<file path="src/core/oas_pkg.sv">
// package: operand addressing and stack constants
package oas_pkg;
  localparam int AW = 32;
  localparam int DW = 16;
  localparam logic [15:0] PSW_RESET = 16'h0040;
  localparam int PSW_U_BIT = 7;
  localparam int PSW_E_BIT = 6;
  localparam logic [31:0] SP_RESET = 32'h0000_0000;
  localparam logic [31:0] STACK_STEP = 32'h0000_0002;
  localparam logic [31:0] FRAME_STEP = 32'h0000_0004;
  localparam int DISP_SHORT_W = 14;
  localparam int DISP_LONG_W = 20;
  localparam int ABS_INDEX_W = 20;

  typedef enum logic [2:0]
  {
    MODE_REG = 3'b000,
    MODE_IMM = 3'b001,
    MODE_REL_PC = 3'b010,
    MODE_REL_REG = 3'b011,
    MODE_REL_PAIR = 3'b100,
    MODE_ABS = 3'b101,
    MODE_IDX_REL = 3'b110,
    MODE_IDX_ABS = 3'b111
  } oas_mode_e;

  typedef enum logic [1:0]
  {
    ST_RUN = 2'b00,
    ST_EXC_PUSH = 2'b01,
    ST_RET_POP = 2'b10
  } oas_state_e;
endpackage : oas_pkg

</file>
<file path="src/core/oas_pair_if.sv">
// interface: register pair carried to the pair assembler
interface oas_pair_if;
  logic [15:0] lo_word;
  logic [15:0] hi_word;
  logic [31:0] pair;
  modport src (output lo_word, output hi_word, input pair);
  modport asm (input lo_word, input hi_word, output pair);
endinterface : oas_pair_if

</file>
<file path="src/core/oas_core.sv">
// operand address generation and stack pointer selection
// Contract
// - alu takes register operands only; memory moves via load and store
// - bit operations may address memory operands directly
// - lower-numbered register of a pair holds the low half
// - short mode clear: index bases, return address, stack pointer are pairs
// - byte operations write only the low byte of the destination
// - immediate operand comes from the instruction, no access
// - relative address is displacement plus pc, register or pair
// - branch target is always pc plus displacement
// - address formation never alters the base register
// - double load: high word to higher register, low word to lower
// - index mode uses an index base and needs short mode clear
// - index relative: base plus pair plus 14 or 20 bit unsigned displacement
// - index absolute: base plus 20 bit absolute field
// - absolute address comes straight from instruction field
// - stacks grow downward on push
// - exception entry pushes state; return pops it
// - exception stack has its own pointer
// - only push, pop and pop-return change the program stack pointer
// - user flag clear selects supervisor pointer, set selects user pointer
// - only jump-to-user sets the user flag; exception return also sets it when the flag saved at entry was set
// - exception clears user mode; return restores it
// - long processor register load blocked in user mode
// - reset clears status bits 0..11 except interrupt enable
// - reset clears configuration including short mode bit
module oas_core
  import oas_pkg::*;
(
  // clock and reset
  input wire logic CLOCK,
  input wire logic RSTN,
  input wire logic CE,
  // operand request
  input wire logic REQ,
  input wire logic [2:0] MODE,
  input wire logic BIT_OP,
  input wire logic ALU_OP,
  input wire logic BYTE_OP,
  input wire logic DISP_LONG,
  input wire logic [1:0] IDX_SEL,
  input wire logic [31:0] PC,
  input wire logic [15:0] REG_VAL,
  input wire logic [15:0] PAIR_LO,
  input wire logic [15:0] PAIR_HI,
  input wire logic [15:0] DEST_OLD,
  input wire logic [15:0] ALU_RESULT,
  input wire logic [31:0] IMM,
  input wire logic [23:0] DISP,
  input wire logic [23:0] ABS_ADDR,
  // load data returning
  input wire logic LOAD_VALID,
  input wire logic [31:0] LOAD_DATA,
  // stack and mode control
  input wire logic PUSH_OP,
  input wire logic POP_OP,
  input wire logic POP_AND_RETURN_OP_OP,
  input wire logic JUMP_TO_USER,
  input wire logic EXC_TAKE,
  input wire logic EXC_RET,
  input wire logic LONG_PREG_LOAD,
  input wire logic [15:0] PREG_DATA,
  input wire logic CFG_WR,
  input wire logic SHORT_REG_MODE_IN,
  input wire logic [31:0] IDX_BASE0,
  input wire logic [31:0] IDX_BASE1,
  // results
  output logic ADDR_VALID,
  output logic [31:0] ADDR,
  output logic MEM_ACCESS,
  output logic OPERAND_VALID,
  output logic [31:0] OPERAND,
  output logic [15:0] BYTE_WB,
  output logic [15:0] WB_LO,
  output logic [15:0] WB_HI,
  output logic WB_VALID,
  output logic MODE_ERR,
  output logic PREG_BLOCKED,
  output logic [31:0] PROG_SP,
  output logic [31:0] SUPERVISOR_STACK_POINTER,
  output logic [31:0] USER_PROGRAM_STACK_POINTER,
  output logic [31:0] EXCEPTION_STACK_POINTER,
  output logic [15:0] PROCESSOR_STATUS_WORD,
  output logic SHORT_REGISTER_MODE_BIT,
  output logic STACK_BUSY
);

  // ----------------------------------------------------------------
  // pair assembly
  // ----------------------------------------------------------------
  oas_pair_if pair_bus ();
  assign pair_bus.lo_word = PAIR_LO;
  assign pair_bus.hi_word = PAIR_HI;
  oas_pair_asm u_pair (.p(pair_bus.asm));

  logic [31:0] pair_val;
  assign pair_val = pair_bus.pair;

  // ----------------------------------------------------------------
  // state
  // ----------------------------------------------------------------
  logic [15:0] psw_ff;
  logic short_mode_ff;
  logic saved_user_ff;
  logic [31:0] ssp_ff;
  logic [31:0] usp_ff;
  logic [31:0] esp_ff;
  oas_state_e state_ff;
  oas_state_e nxt_state;
  logic user_mode_flag;
  assign user_mode_flag = psw_ff[PSW_U_BIT];

  // ----------------------------------------------------------------
  // effective address
  // ----------------------------------------------------------------
  logic [31:0] nxt_addr;
  logic nxt_mem;
  logic nxt_err;
  logic nxt_opv;
  logic [31:0] idx_base;
  logic [31:0] idx_disp;
  oas_mode_e mode_q;
  assign mode_q = oas_mode_e'(MODE);
  // base registers are only read here, so they are never altered
  assign idx_base = IDX_SEL[0] ? IDX_BASE1 : IDX_BASE0;

  always_comb
  begin
    // unsigned field, width picked by the instruction
    idx_disp = DISP_LONG ? {12'h000, DISP[DISP_LONG_W-1:0]}
                         : {18'h0_0000, DISP[DISP_SHORT_W-1:0]};
  end

  always_comb
  begin
    nxt_addr = 32'h0000_0000;
    nxt_mem = 1'b0;
    nxt_err = 1'b0;
    nxt_opv = 1'b0;
    case (mode_q)
      MODE_REG:
      begin
        nxt_opv = 1'b1;
      end
      MODE_IMM:
      begin
        nxt_opv = 1'b1;
      end
      MODE_REL_PC:
      begin
        nxt_addr = PC + {{8{DISP[23]}}, DISP};
        nxt_mem = 1'b1;
      end
      MODE_REL_REG:
      begin
        nxt_addr = {16'h0000, REG_VAL} + {{8{DISP[23]}}, DISP};
        nxt_mem = 1'b1;
      end
      MODE_REL_PAIR:
      begin
        nxt_addr = pair_val + {{8{DISP[23]}}, DISP};
        nxt_mem = 1'b1;
      end
      MODE_ABS:
      begin
        nxt_addr = {8'h00, ABS_ADDR};
        nxt_mem = 1'b1;
      end
      MODE_IDX_REL:
      begin
        nxt_addr = idx_base + pair_val + idx_disp;
        nxt_mem = !short_mode_ff;
        nxt_err = short_mode_ff;
      end
      MODE_IDX_ABS:
      begin
        nxt_addr = idx_base + {12'h000, ABS_ADDR[ABS_INDEX_W-1:0]};
        nxt_mem = !short_mode_ff;
        nxt_err = short_mode_ff;
      end
      default:
      begin
        nxt_err = 1'b1;
      end
    endcase
    // arithmetic never reaches memory; bit operations may
    if (ALU_OP && !BIT_OP && nxt_mem)
    begin
      nxt_mem = 1'b0;
      nxt_err = 1'b1;
    end
  end

  always_ff @(posedge CLOCK or negedge RSTN)
  begin
    if (!RSTN)
    begin
      ADDR_VALID <= 1'b0;
      ADDR <= 32'h0000_0000;
      MEM_ACCESS <= 1'b0;
      MODE_ERR <= 1'b0;
      OPERAND_VALID <= 1'b0;
      OPERAND <= 32'h0000_0000;
    end
    else if (CE)
    begin
      ADDR_VALID <= REQ && nxt_mem;
      ADDR <= nxt_addr;
      MEM_ACCESS <= REQ && nxt_mem;
      MODE_ERR <= REQ && nxt_err;
      OPERAND_VALID <= REQ && nxt_opv;
      OPERAND <= (mode_q == MODE_IMM) ? IMM : pair_val;
    end
  end

  // ----------------------------------------------------------------
  // write-back shaping
  // ----------------------------------------------------------------
  always_ff @(posedge CLOCK or negedge RSTN)
  begin
    if (!RSTN)
    begin
      BYTE_WB <= 16'h0000;
      WB_LO <= 16'h0000;
      WB_HI <= 16'h0000;
      WB_VALID <= 1'b0;
    end
    else if (CE)
    begin
      BYTE_WB <= BYTE_OP ? {DEST_OLD[15:8], ALU_RESULT[7:0]} : ALU_RESULT;
      WB_VALID <= LOAD_VALID;
      if (LOAD_VALID)
      begin
        WB_LO <= LOAD_DATA[15:0];
        WB_HI <= LOAD_DATA[31:16];
      end
    end
  end

  // ----------------------------------------------------------------
  // configuration and status word
  // ----------------------------------------------------------------
  always_ff @(posedge CLOCK or negedge RSTN)
  begin
    if (!RSTN)
      short_mode_ff <= 1'b0;
    else if (CE && CFG_WR)
      short_mode_ff <= SHORT_REG_MODE_IN;
  end

  logic preg_ok;
  // user mode cannot rewrite processor registers
  assign preg_ok = LONG_PREG_LOAD && !user_mode_flag;

  always_ff @(posedge CLOCK or negedge RSTN)
  begin
    if (!RSTN)
    begin
      psw_ff <= PSW_RESET;
      saved_user_ff <= 1'b0;
    end
    else if (CE)
    begin
      // exception taken in the run state has priority: it leaves user mode whatever else happens
      if (EXC_TAKE && state_ff == ST_RUN)
      begin
        saved_user_ff <= user_mode_flag;
        psw_ff[PSW_U_BIT] <= 1'b0;
      end
      else if (EXC_RET && state_ff == ST_RUN)
        psw_ff[PSW_U_BIT] <= saved_user_ff;
      else if (JUMP_TO_USER)
        psw_ff[PSW_U_BIT] <= 1'b1;
      // user flag is kept as is: a processor register load never changes it
      else if (preg_ok)
        psw_ff <= {4'h0, PREG_DATA[11:8], user_mode_flag, PREG_DATA[6:0]};
    end
  end

  // ----------------------------------------------------------------
  // exception stack sequencing
  // ----------------------------------------------------------------
  always_comb
  begin
    case (state_ff)
      ST_RUN:
      begin
        if (EXC_TAKE)
          nxt_state = ST_EXC_PUSH;
        else if (EXC_RET)
          nxt_state = ST_RET_POP;
        else
          nxt_state = ST_RUN;
      end
      ST_EXC_PUSH: nxt_state = ST_RUN;
      ST_RET_POP: nxt_state = ST_RUN;
      default: nxt_state = ST_RUN;
    endcase
  end

  always_ff @(posedge CLOCK or negedge RSTN)
  begin
    if (!RSTN)
      state_ff <= ST_RUN;
    else if (CE)
      state_ff <= nxt_state;
  end

  // separate pointer; frame of pc and status word moves it down then back up
  always_ff @(posedge CLOCK or negedge RSTN)
  begin
    if (!RSTN)
      esp_ff <= SP_RESET;
    else if (CE)
    begin
      if (state_ff == ST_EXC_PUSH)
        esp_ff <= esp_ff - FRAME_STEP;
      else if (state_ff == ST_RET_POP)
        esp_ff <= esp_ff + FRAME_STEP;
    end
  end

  // ----------------------------------------------------------------
  // program stack pointers
  // ----------------------------------------------------------------
  logic [31:0] sel_sp;
  logic sp_dec;
  logic sp_inc;
  assign sel_sp = user_mode_flag ? usp_ff : ssp_ff;
  // only these three operations touch the program stack
  assign sp_dec = PUSH_OP;
  assign sp_inc = POP_OP || POP_AND_RETURN_OP_OP;

  always_ff @(posedge CLOCK or negedge RSTN)
  begin
    if (!RSTN)
    begin
      ssp_ff <= SP_RESET;
      usp_ff <= SP_RESET;
    end
    else if (CE && state_ff == ST_RUN)
    begin
      if (sp_dec)
      begin
        if (user_mode_flag)
          usp_ff <= usp_ff - STACK_STEP;
        else
          ssp_ff <= ssp_ff - STACK_STEP;
      end
      else if (sp_inc)
      begin
        if (user_mode_flag)
          usp_ff <= usp_ff + STACK_STEP;
        else
          ssp_ff <= ssp_ff + STACK_STEP;
      end
    end
  end

  // ----------------------------------------------------------------
  // registered outputs
  // ----------------------------------------------------------------
  always_ff @(posedge CLOCK or negedge RSTN)
  begin
    if (!RSTN)
    begin
      PROG_SP <= SP_RESET;
      SUPERVISOR_STACK_POINTER <= SP_RESET;
      USER_PROGRAM_STACK_POINTER <= SP_RESET;
      EXCEPTION_STACK_POINTER <= SP_RESET;
      PROCESSOR_STATUS_WORD <= PSW_RESET;
      SHORT_REGISTER_MODE_BIT <= 1'b0;
      STACK_BUSY <= 1'b0;
      PREG_BLOCKED <= 1'b0;
    end
    else if (CE)
    begin
      PROG_SP <= sel_sp;
      SUPERVISOR_STACK_POINTER <= ssp_ff;
      USER_PROGRAM_STACK_POINTER <= usp_ff;
      EXCEPTION_STACK_POINTER <= esp_ff;
      PROCESSOR_STATUS_WORD <= psw_ff;
      SHORT_REGISTER_MODE_BIT <= short_mode_ff;
      STACK_BUSY <= (nxt_state != ST_RUN);
      PREG_BLOCKED <= LONG_PREG_LOAD && user_mode_flag;
    end
  end
endmodule : oas_core

</file>
<file path="src/core/oas_pair_asm.sv">
// pair assembler: joins two 16-bit registers into one 32-bit value
module oas_pair_asm
  import oas_pkg::*;
(
  oas_pair_if.asm p
);
  // lower-numbered register is the low half
  assign p.pair = {p.hi_word, p.lo_word};
endmodule : oas_pair_asm

</file>
<file path="config.mk">
export PLATFORM = sky130hd
export DESIGN_NAME = oas_core
export DESIGN_NICKNAME = d
export VERILOG_FILES = /design/src/core/oas_pkg.sv /design/src/core/oas_pair_if.sv /design/src/core/oas_core.sv /design/src/core/oas_pair_asm.sv
export SDC_FILE = /design/constraint.sdc
export NUM_CORES = 1
export LEC_CHECK = 0
export BUFFER_PORTS_ARGS = -buffer_cell sky130_fd_sc_hd__buf_2
export CORE_AREA = 2 2 230 232
export CTS_CLUSTER_DIAMETER = 30
export CTS_CLUSTER_SIZE = 24
export DETAILED_ROUTE_END_ITERATION = 10
export DIE_AREA = 0 0 232 234
export GPL_ROUTABILITY_DRIVEN = 1
export GPL_TIMING_DRIVEN = 1
export PLACE_DENSITY = 0.76
export RECOVER_POWER = 25
export SETUP_SLACK_MARGIN = 0.1
export SLEW_MARGIN = 0
export SYNTH_ARGS = -nofsm -noshare
export SYNTH_HDL_FRONTEND = slang
export SYNTH_SLANG_ARGS = --single-unit
</file>
<file path="constraint.sdc">
create_clock -name CLOCK -period 5.72 [get_ports CLOCK]
set_input_delay 0.858 -clock CLOCK [delete_from_list [all_inputs] [get_ports CLOCK]]
set_output_delay 0.858 -clock CLOCK [all_outputs]
set_load 0.01 [all_outputs]
</file>
; ---- Word level (Yosys, flattened, before mapping)
; Cells that the tools add are included.
[totals]
register_bits = 371
inputBits = 327
out_inout_bits = 264
elab_cells = 108
[classes]
n_addsub = 12
n_eq_ne = 9
muxes = 27
n_bitwise = 4
reduce_logical = 31
[ops]
columns = cell, n
row1 = two-way mux 32 bit, 13
row2 = case mux 32 bit (6 select lines), 1
row3 = adder 32 bit, 3
row4 = "adder 32 x 2 -> 32 bit, second input constant", 2
row5 = adder 32 x 20 -> 32 bit, 2
row6 = "subtractor 32 x 2 -> 32 bit, second input constant", 2
row7 = "adder 32 x 3 -> 32 bit, second input constant", 1
row8 = "subtractor 32 x 3 -> 32 bit, second input constant", 1
row9 = adder 17 x 24 -> 25 bit, 1
row10 = two-way mux 20 bit, 1
row11 = two-way mux 16 bit, 1
row12 = "equality test 3 bit, second input constant", 4
row13 = logical AND 1 bit, 11
row14 = AND reduction 2 bit, 4
row15 = two-way mux 1 bit, 7
row16 = "equality test 3 x 2 -> 1 bit, second input constant", 2
row17 = two-way mux 2 bit, 3
row18 = AND reduction 3 bit, 2
row19 = nonzero test 2 bit, 3
row20 = AND reduction 5 bit, 1
row21 = NOT 1 bit, 4
row22 = OR reduction 2 bit, 2
row23 = OR reduction 4 bit, 1
row24 = "equality test 3 x 1 -> 1 bit, second input constant", 1
row25 = other kinds (8), 10

; ---- Logic depth before layout (Yosys ltp)
[depth]
ltp_word = 6
mapped_depth = 18
ltp_nobuf = 15

; ---- Modules after synthesis
; A second synthesis with hierarchy kept.
[hier_totals]
hier_cells = 2678
hier_area_um2 = 25672.1
[by_module_without_submodules]
columns = module, instances, cells_per_inst, area_per_inst_um2, seq_area_each_um2
row1 = oas_core, 1, 2646, 25431.9, 9061.2
row2 = oas_pair_asm, 1, 32, 240.2, 0.0

; ---- Worst setup path after synthesis
; Ideal clock, no wire load.
[synth_path]
path_type = input to register
start = input IDX_SEL[0]
end = register ADDR[15]
setup_time_ps = 121
arrival_ps = 5300
path_slack_ps = 299
cell_stages = 17
path_cell_list = clkbuf_1 > buf_2 > buf_1 > clkbuf_1 > mux2_2 > fa_1 > ha_1 > fa_1 > a21oi_1 > nor2_1 > o311ai_1 > a21oi_1 > a31o_2 > xor2_1 > a221oi_1 > o211ai_1 > a22o_1
[synth_between]
elab_chain_len = 4
word_cells_on_any_way = 5
classes_between = 3 x add/sub / 2 x mux
[synth_lines]
columns = item, line_no
row1 = "start, declared", oas_core.sv:41  ; input wire logic [1:0] IDX_SEL,
row2 = two-way mux 32 bit *, oas_core.sv:125  ; assign idx_base = IDX_SEL[0] ? IDX_BASE1 : IDX_BASE0;
row3 = adder 32 bit, oas_core.sv:171  ; nxt_addr = idx_base + pair_val + idx_disp;
row4 = adder 32 x 20 -> 32 bit, oas_core.sv:171
row5 = case mux 32 bit (6 select lines) *, oas_core.sv:140  ; case (mode_q)
row6 = "end signal, assigned", oas_core.sv:208  ; ADDR <= nxt_addr;
row7 = "end, declared", oas_core.sv:69  ; output logic [31:0] ADDR,
; Every way passes the cells marked *; elsewhere a longest branch is shown, timed or not.
; A chain may end at the register's enable or synchronous reset.

; ---- Worst setup path after layout
[layout_path]
start = input MODE[2]
end = register ADDR[23]
[layout_between]
elab_chain_len = 2
word_cells_on_any_way = 7
classes_between = 6 x eq/ne / 1 x mux
[layout_lines]
columns = item, line_no
row1 = "start, declared", oas_core.sv:36  ; input wire logic [2:0] MODE,
row2 = equality test 3 bit / equality test 3 x 2 -> 1 bit (equally long branches), oas_core.sv:140
row3 = case mux 32 bit (6 select lines) *, oas_core.sv:140
; Marked as above.

==> summary.md <==
| Metric | Value |
|---|---|
| Cts hold-fix bufs | `0` |
| IO Pins | `591` |
| Hold Path Class | `primary input to async pin` |
| Pleak | `~15 nW` |
| Crit Path Category | `primary input to flip-flop` |
| Starting density of the core | `49.5%` |
| Post-synth EDFFs | `0` |
| Synth cell count leaders | `dfrtp_1 (360), a21oi_1 (246), mux2_2 (220)` |
| Slew HR | `-112%` |
| Total length of routed wires | `approximately 85 mm` |
| Drt first pass iters | `6` |
| Crit Path Max Fanout | `27` |
| Die width | `about 230 um` |
| Vias per inst | `roughly 5.9` |
| CTS tree | `yes` |
| Synth unique cells | `81` |
| Min cycle time layout | `around 4.6 ns` |
| Clock sinks | `362` |
| Core footprint | `about 52000 um2` |
| Unrepaired setup endpoints after global routing | `no` |
| Max-cap viol count | `4` |
| Number of H-tree levels | `3` |
| #FFs+latches synth | `approximately 360` |
| Syn Inst Count | `2697` |
| Reg power frac | `between 20% and 30%` |
| Synth Flop Type | `dfrtp_1` |
| Setup TNS after final layout | `0 ns` |
| Worst-path clk slew | `0.05 ns` |
| Routed wl met2 | `40.9 mm` |
| PwrDens | `about 470 nW/um2` |
| DRT antenna net count | `0` |
| Final setup margin | `1.16 ns` |
| CTS Buf Count | `86` |
| Drt drc | `0` |
| Dpl hpwl | `62.9 mm` |
| DR iter-0 viols | `1936` |
| Tcrit/Tclk final | `79.7%` |
| Critical Path RT | `6.16 ns` |
| Place WS | `0.705 ns` |
| Combinational power share | `38.2%` |
| Netlist Area Pre-Place | `25800 um2` |
| Final setup viols | `0` |
| Fin. Hold Viols | `0` |
| Switch Pwr | `~0.0056 W` |
| Num rows | `84` |
| Post-synth top area cell | `dfrtp_1` |
| Synth area leaders | `dfrtp_1 (35%), mux2_2 (9.6%), ha_1 (9.5%), a21oi_1 (4.8%), o21ai_0 (3.9%)` |
| Switch share | `37.2%` |
| Failing checks | `max-capacitance violations, max-slew violations` |
| Chip Height | `between 200 and 250 um` |
| Count leader, synth | `dfrtp_1` |
| Clk buf depth | `3` |
| Peak supply drop | `0.000353 V` |
| Setup crit end kind | `flip-flop` |
| Internal Power | `0.00944 W` |
| Fmax | `around 220 MHz` |
| Clock latency on the worst-skew pair | `approximately 0.62 ns` |
| Area share of the largest cell type after synthesis | `between 30% and 40%` |
| Status | `finished with violations` |
| Ys Warns | `0` |
| M1 WL | `between 30 and 40 mm` |
| DIE AREA | `approximately 54000 um2` |
| Area Overhead vs Synth | `25.5%` |
| Port bufs | `567` |
| Final GP Congestion | `around 1.0` |
| FFs w/ async S/R, synth | `100%` |
| Metal3 WL | `approximately 6.3 mm` |
| Sequential share of the synthesized area | `between 30% and 40%` |
| Pins Over Slew Limit | `155` |
| Via count | `23627` |
| Worst EP arrival | `5.00 ns` |
| First-pass GRT wire length | `129 mm` |
| Cells resized by post-CTS repair | `0` |
| Post-CTS Setup Bufs | `0` |
| Actual slew at the worst max-slew pin | `3.17 ns` |
| Largest net degree at the start of global routing | `145` |
| Clock share of power | `33.7%` |
| Clock skew | `about 0.031 ns` |
| Syn Area/Cell | `about 9.5 um2` |
| Critical path launch point type | `primary input` |
| Total gr overflow | `0` |
| WL per Instance | `21.0 um` |
| Vias in the first global route | `roughly 23000` |
| Nets | `approximately 3800` |
| GRT Total Usage | `between 30% and 40%` |
| Highest Signal Layer | `met5` |
| Initial antenna violation count | `18` |
| Root Buffer | `clkbuf_16` |
| Layout cell share with drive strength beyond 1 | `29.7%` |
==> power by group through the flow <==
stage / Clock [W] / Combinational (W) / Sequential, W
finish: 0.00507 / 0.00575 / 0.00421
global route: 0.00526 / 0.00635 / 0.00432
CTS: 0.00513 / 0.00571 / 0.00420
detailed placement: 0 / 0.00563 / 0.00420
global placement: 0 / 0.00553 / 0.00417
floorplan: 0 / 0.00366 / 0.00426
==> state kept, by name, indices dropped and copies added, names as in the netlist, 2 cells and up <==
register,flops
ADDR,32
BYTE_WB,16
EXCEPTION_STACK_POINTER,30
OPERAND,32
PROCESSOR_STATUS_WORD,12
PROG_SP,31
SUPERVISOR_STACK_POINTER,31
USER_PROGRAM_STACK_POINTER,31
WB_HI,16
WB_LO,16
esp_ff,30
psw_ff,12
ssp_ff,31
state_ff,2
usp_ff,31
==> per-layer routing <==
| layer | global-route usage (%) | vias to the layer above |
|---|---|---|
| li1 | - | 11155 |
| met1 | 36.8 | 11285 |
| met2 | 51.1 | 950 |
| met3 | 7.05 | 225 |
| met4 | 14.9 | 12 |
| met5 | 0 | - |
==> metrics by stage <==
step	power [W]	hold slack, ns	util [%]	std cells	instance area (um2)
2_1_floorplan	0.00792	0.472	-	2705	25800
3_3_place_gp	0.00970	0.465	56.2	3866	29300
3_5_place_dp	0.00983	0.468	56.2	3866	29300
4_1_cts	0.0150	0.292	62.1	4024	32300
5_1_grt	0.0159	0.318	62.1	4035	32300
6_report	0.0150	0.254	62.1	4035	32300
==> critical path, cell delays in order <==
cell and delay (ns):
buf_2 0.12, nor2b_1 0.14, buf_4 0.16, nor2b_4 0.25, buf_4 0.42, mux2_2 0.39, ha_1 0.40, a21oi_1 0.10
o21ai_0 0.29, o31ai_1 0.13, a21oi_1 0.61, a21oi_1 0.24, xnor2_1 0.18, a221o_1 0.35, o21ai_0 0.18, o311ai_0 0.16
==> cells in the final DEF (no fill, tap or decap), drive strengths merged, types with 11 or more instances in the layout <==
master | synthesis | routed
nor2b | 27 | 27
o21bai | 20 | 20
o211ai | 19 | 19
buf | 41 | 591
nor3 | 40 | 40
o21a | 38 | 38
a31oi | 29 | 29
o21ai | 204 | 204
and2 | 25 | 25
o31ai | 22 | 22
a211oi | 32 | 32
inv | 58 | 68
nand2 | 206 | 206
ha | 196 | 196
mux2 | 220 | 220
a21oi | 246 | 246
fa | 27 | 27
a221oi | 16 | 16
clkinv | 0 | 25
or3 | 13 | 13
nor2 | 171 | 171
a21o | 89 | 89
dfrtp | 360 | 360
xnor2 | 88 | 88
clkbuf | 83 | 109
diode | 0 | 11
nor3b | 12 | 12
nand3 | 48 | 48
nand4 | 12 | 12
mux2i | 85 | 85
nand2b | 25 | 25
xor2 | 71 | 71
and3 | 20 | 20
==> logic make-up (layout without fill, tap and decap cells) <==
family                   count (synthesis)  count (layout)  synth area share [%]
AO/OA/AOI/OAI                          830             830                  20.4
adder cells (fa/ha/maj)                223             223                  11.6
AND/OR/NAND/NOR                        635             635                  11.6
XOR/XNOR                               159             159                  5.41
flip-flops                             362             362                  35.2
buffers and inverters                  182             813                  2.83
other                                    1              20                0.0146
multiplexers                           305             305                  12.9
==> cell type report <==
class,count,area [um2]
Fill cell,4393,19700
Multi-Input combinational cell,2161,16000
Sequential cell,362,9060
Clock buffer,103,2370
Inverter,58,218
Antenna cell,11,27.5
Tap cell,688,861
Timing Repair Buffer,597,3070
Clock inverter,55,688
==> path summary, 6_finish.rpt <==
| kind | slack, ns | cells past startpoint | startpoint | end |
|---|---|---|---|---|
| max | 1.16 | 16 | MODE[2] | ADDR[23]$_DFFE_PN0P_ |
| min | 0.25 | 1 | RSTN | WB_LO[3]$_DFFE_PN0P_ |
| max reg2reg | 1.30 | 14 | state_ff[1]$_DFFE_PN0P_ | esp_ff[30]$_DFFE_PN0P_ |
| min reg2reg | 0.49 | 1 | ADDR[10]$_DFFE_PN0P_ | ADDR[10]$_DFFE_PN0P_ |
| max in group asynchronous | 2.44 | 2 | RSTN | OPERAND[8]$_DFFE_PN0P_ |
| min in group CLOCK | 0.47 | 2 | ALU_RESULT[0] | BYTE_WB[0]$_DFFE_PN0P_ |
(Power assumes the default switching activity.)
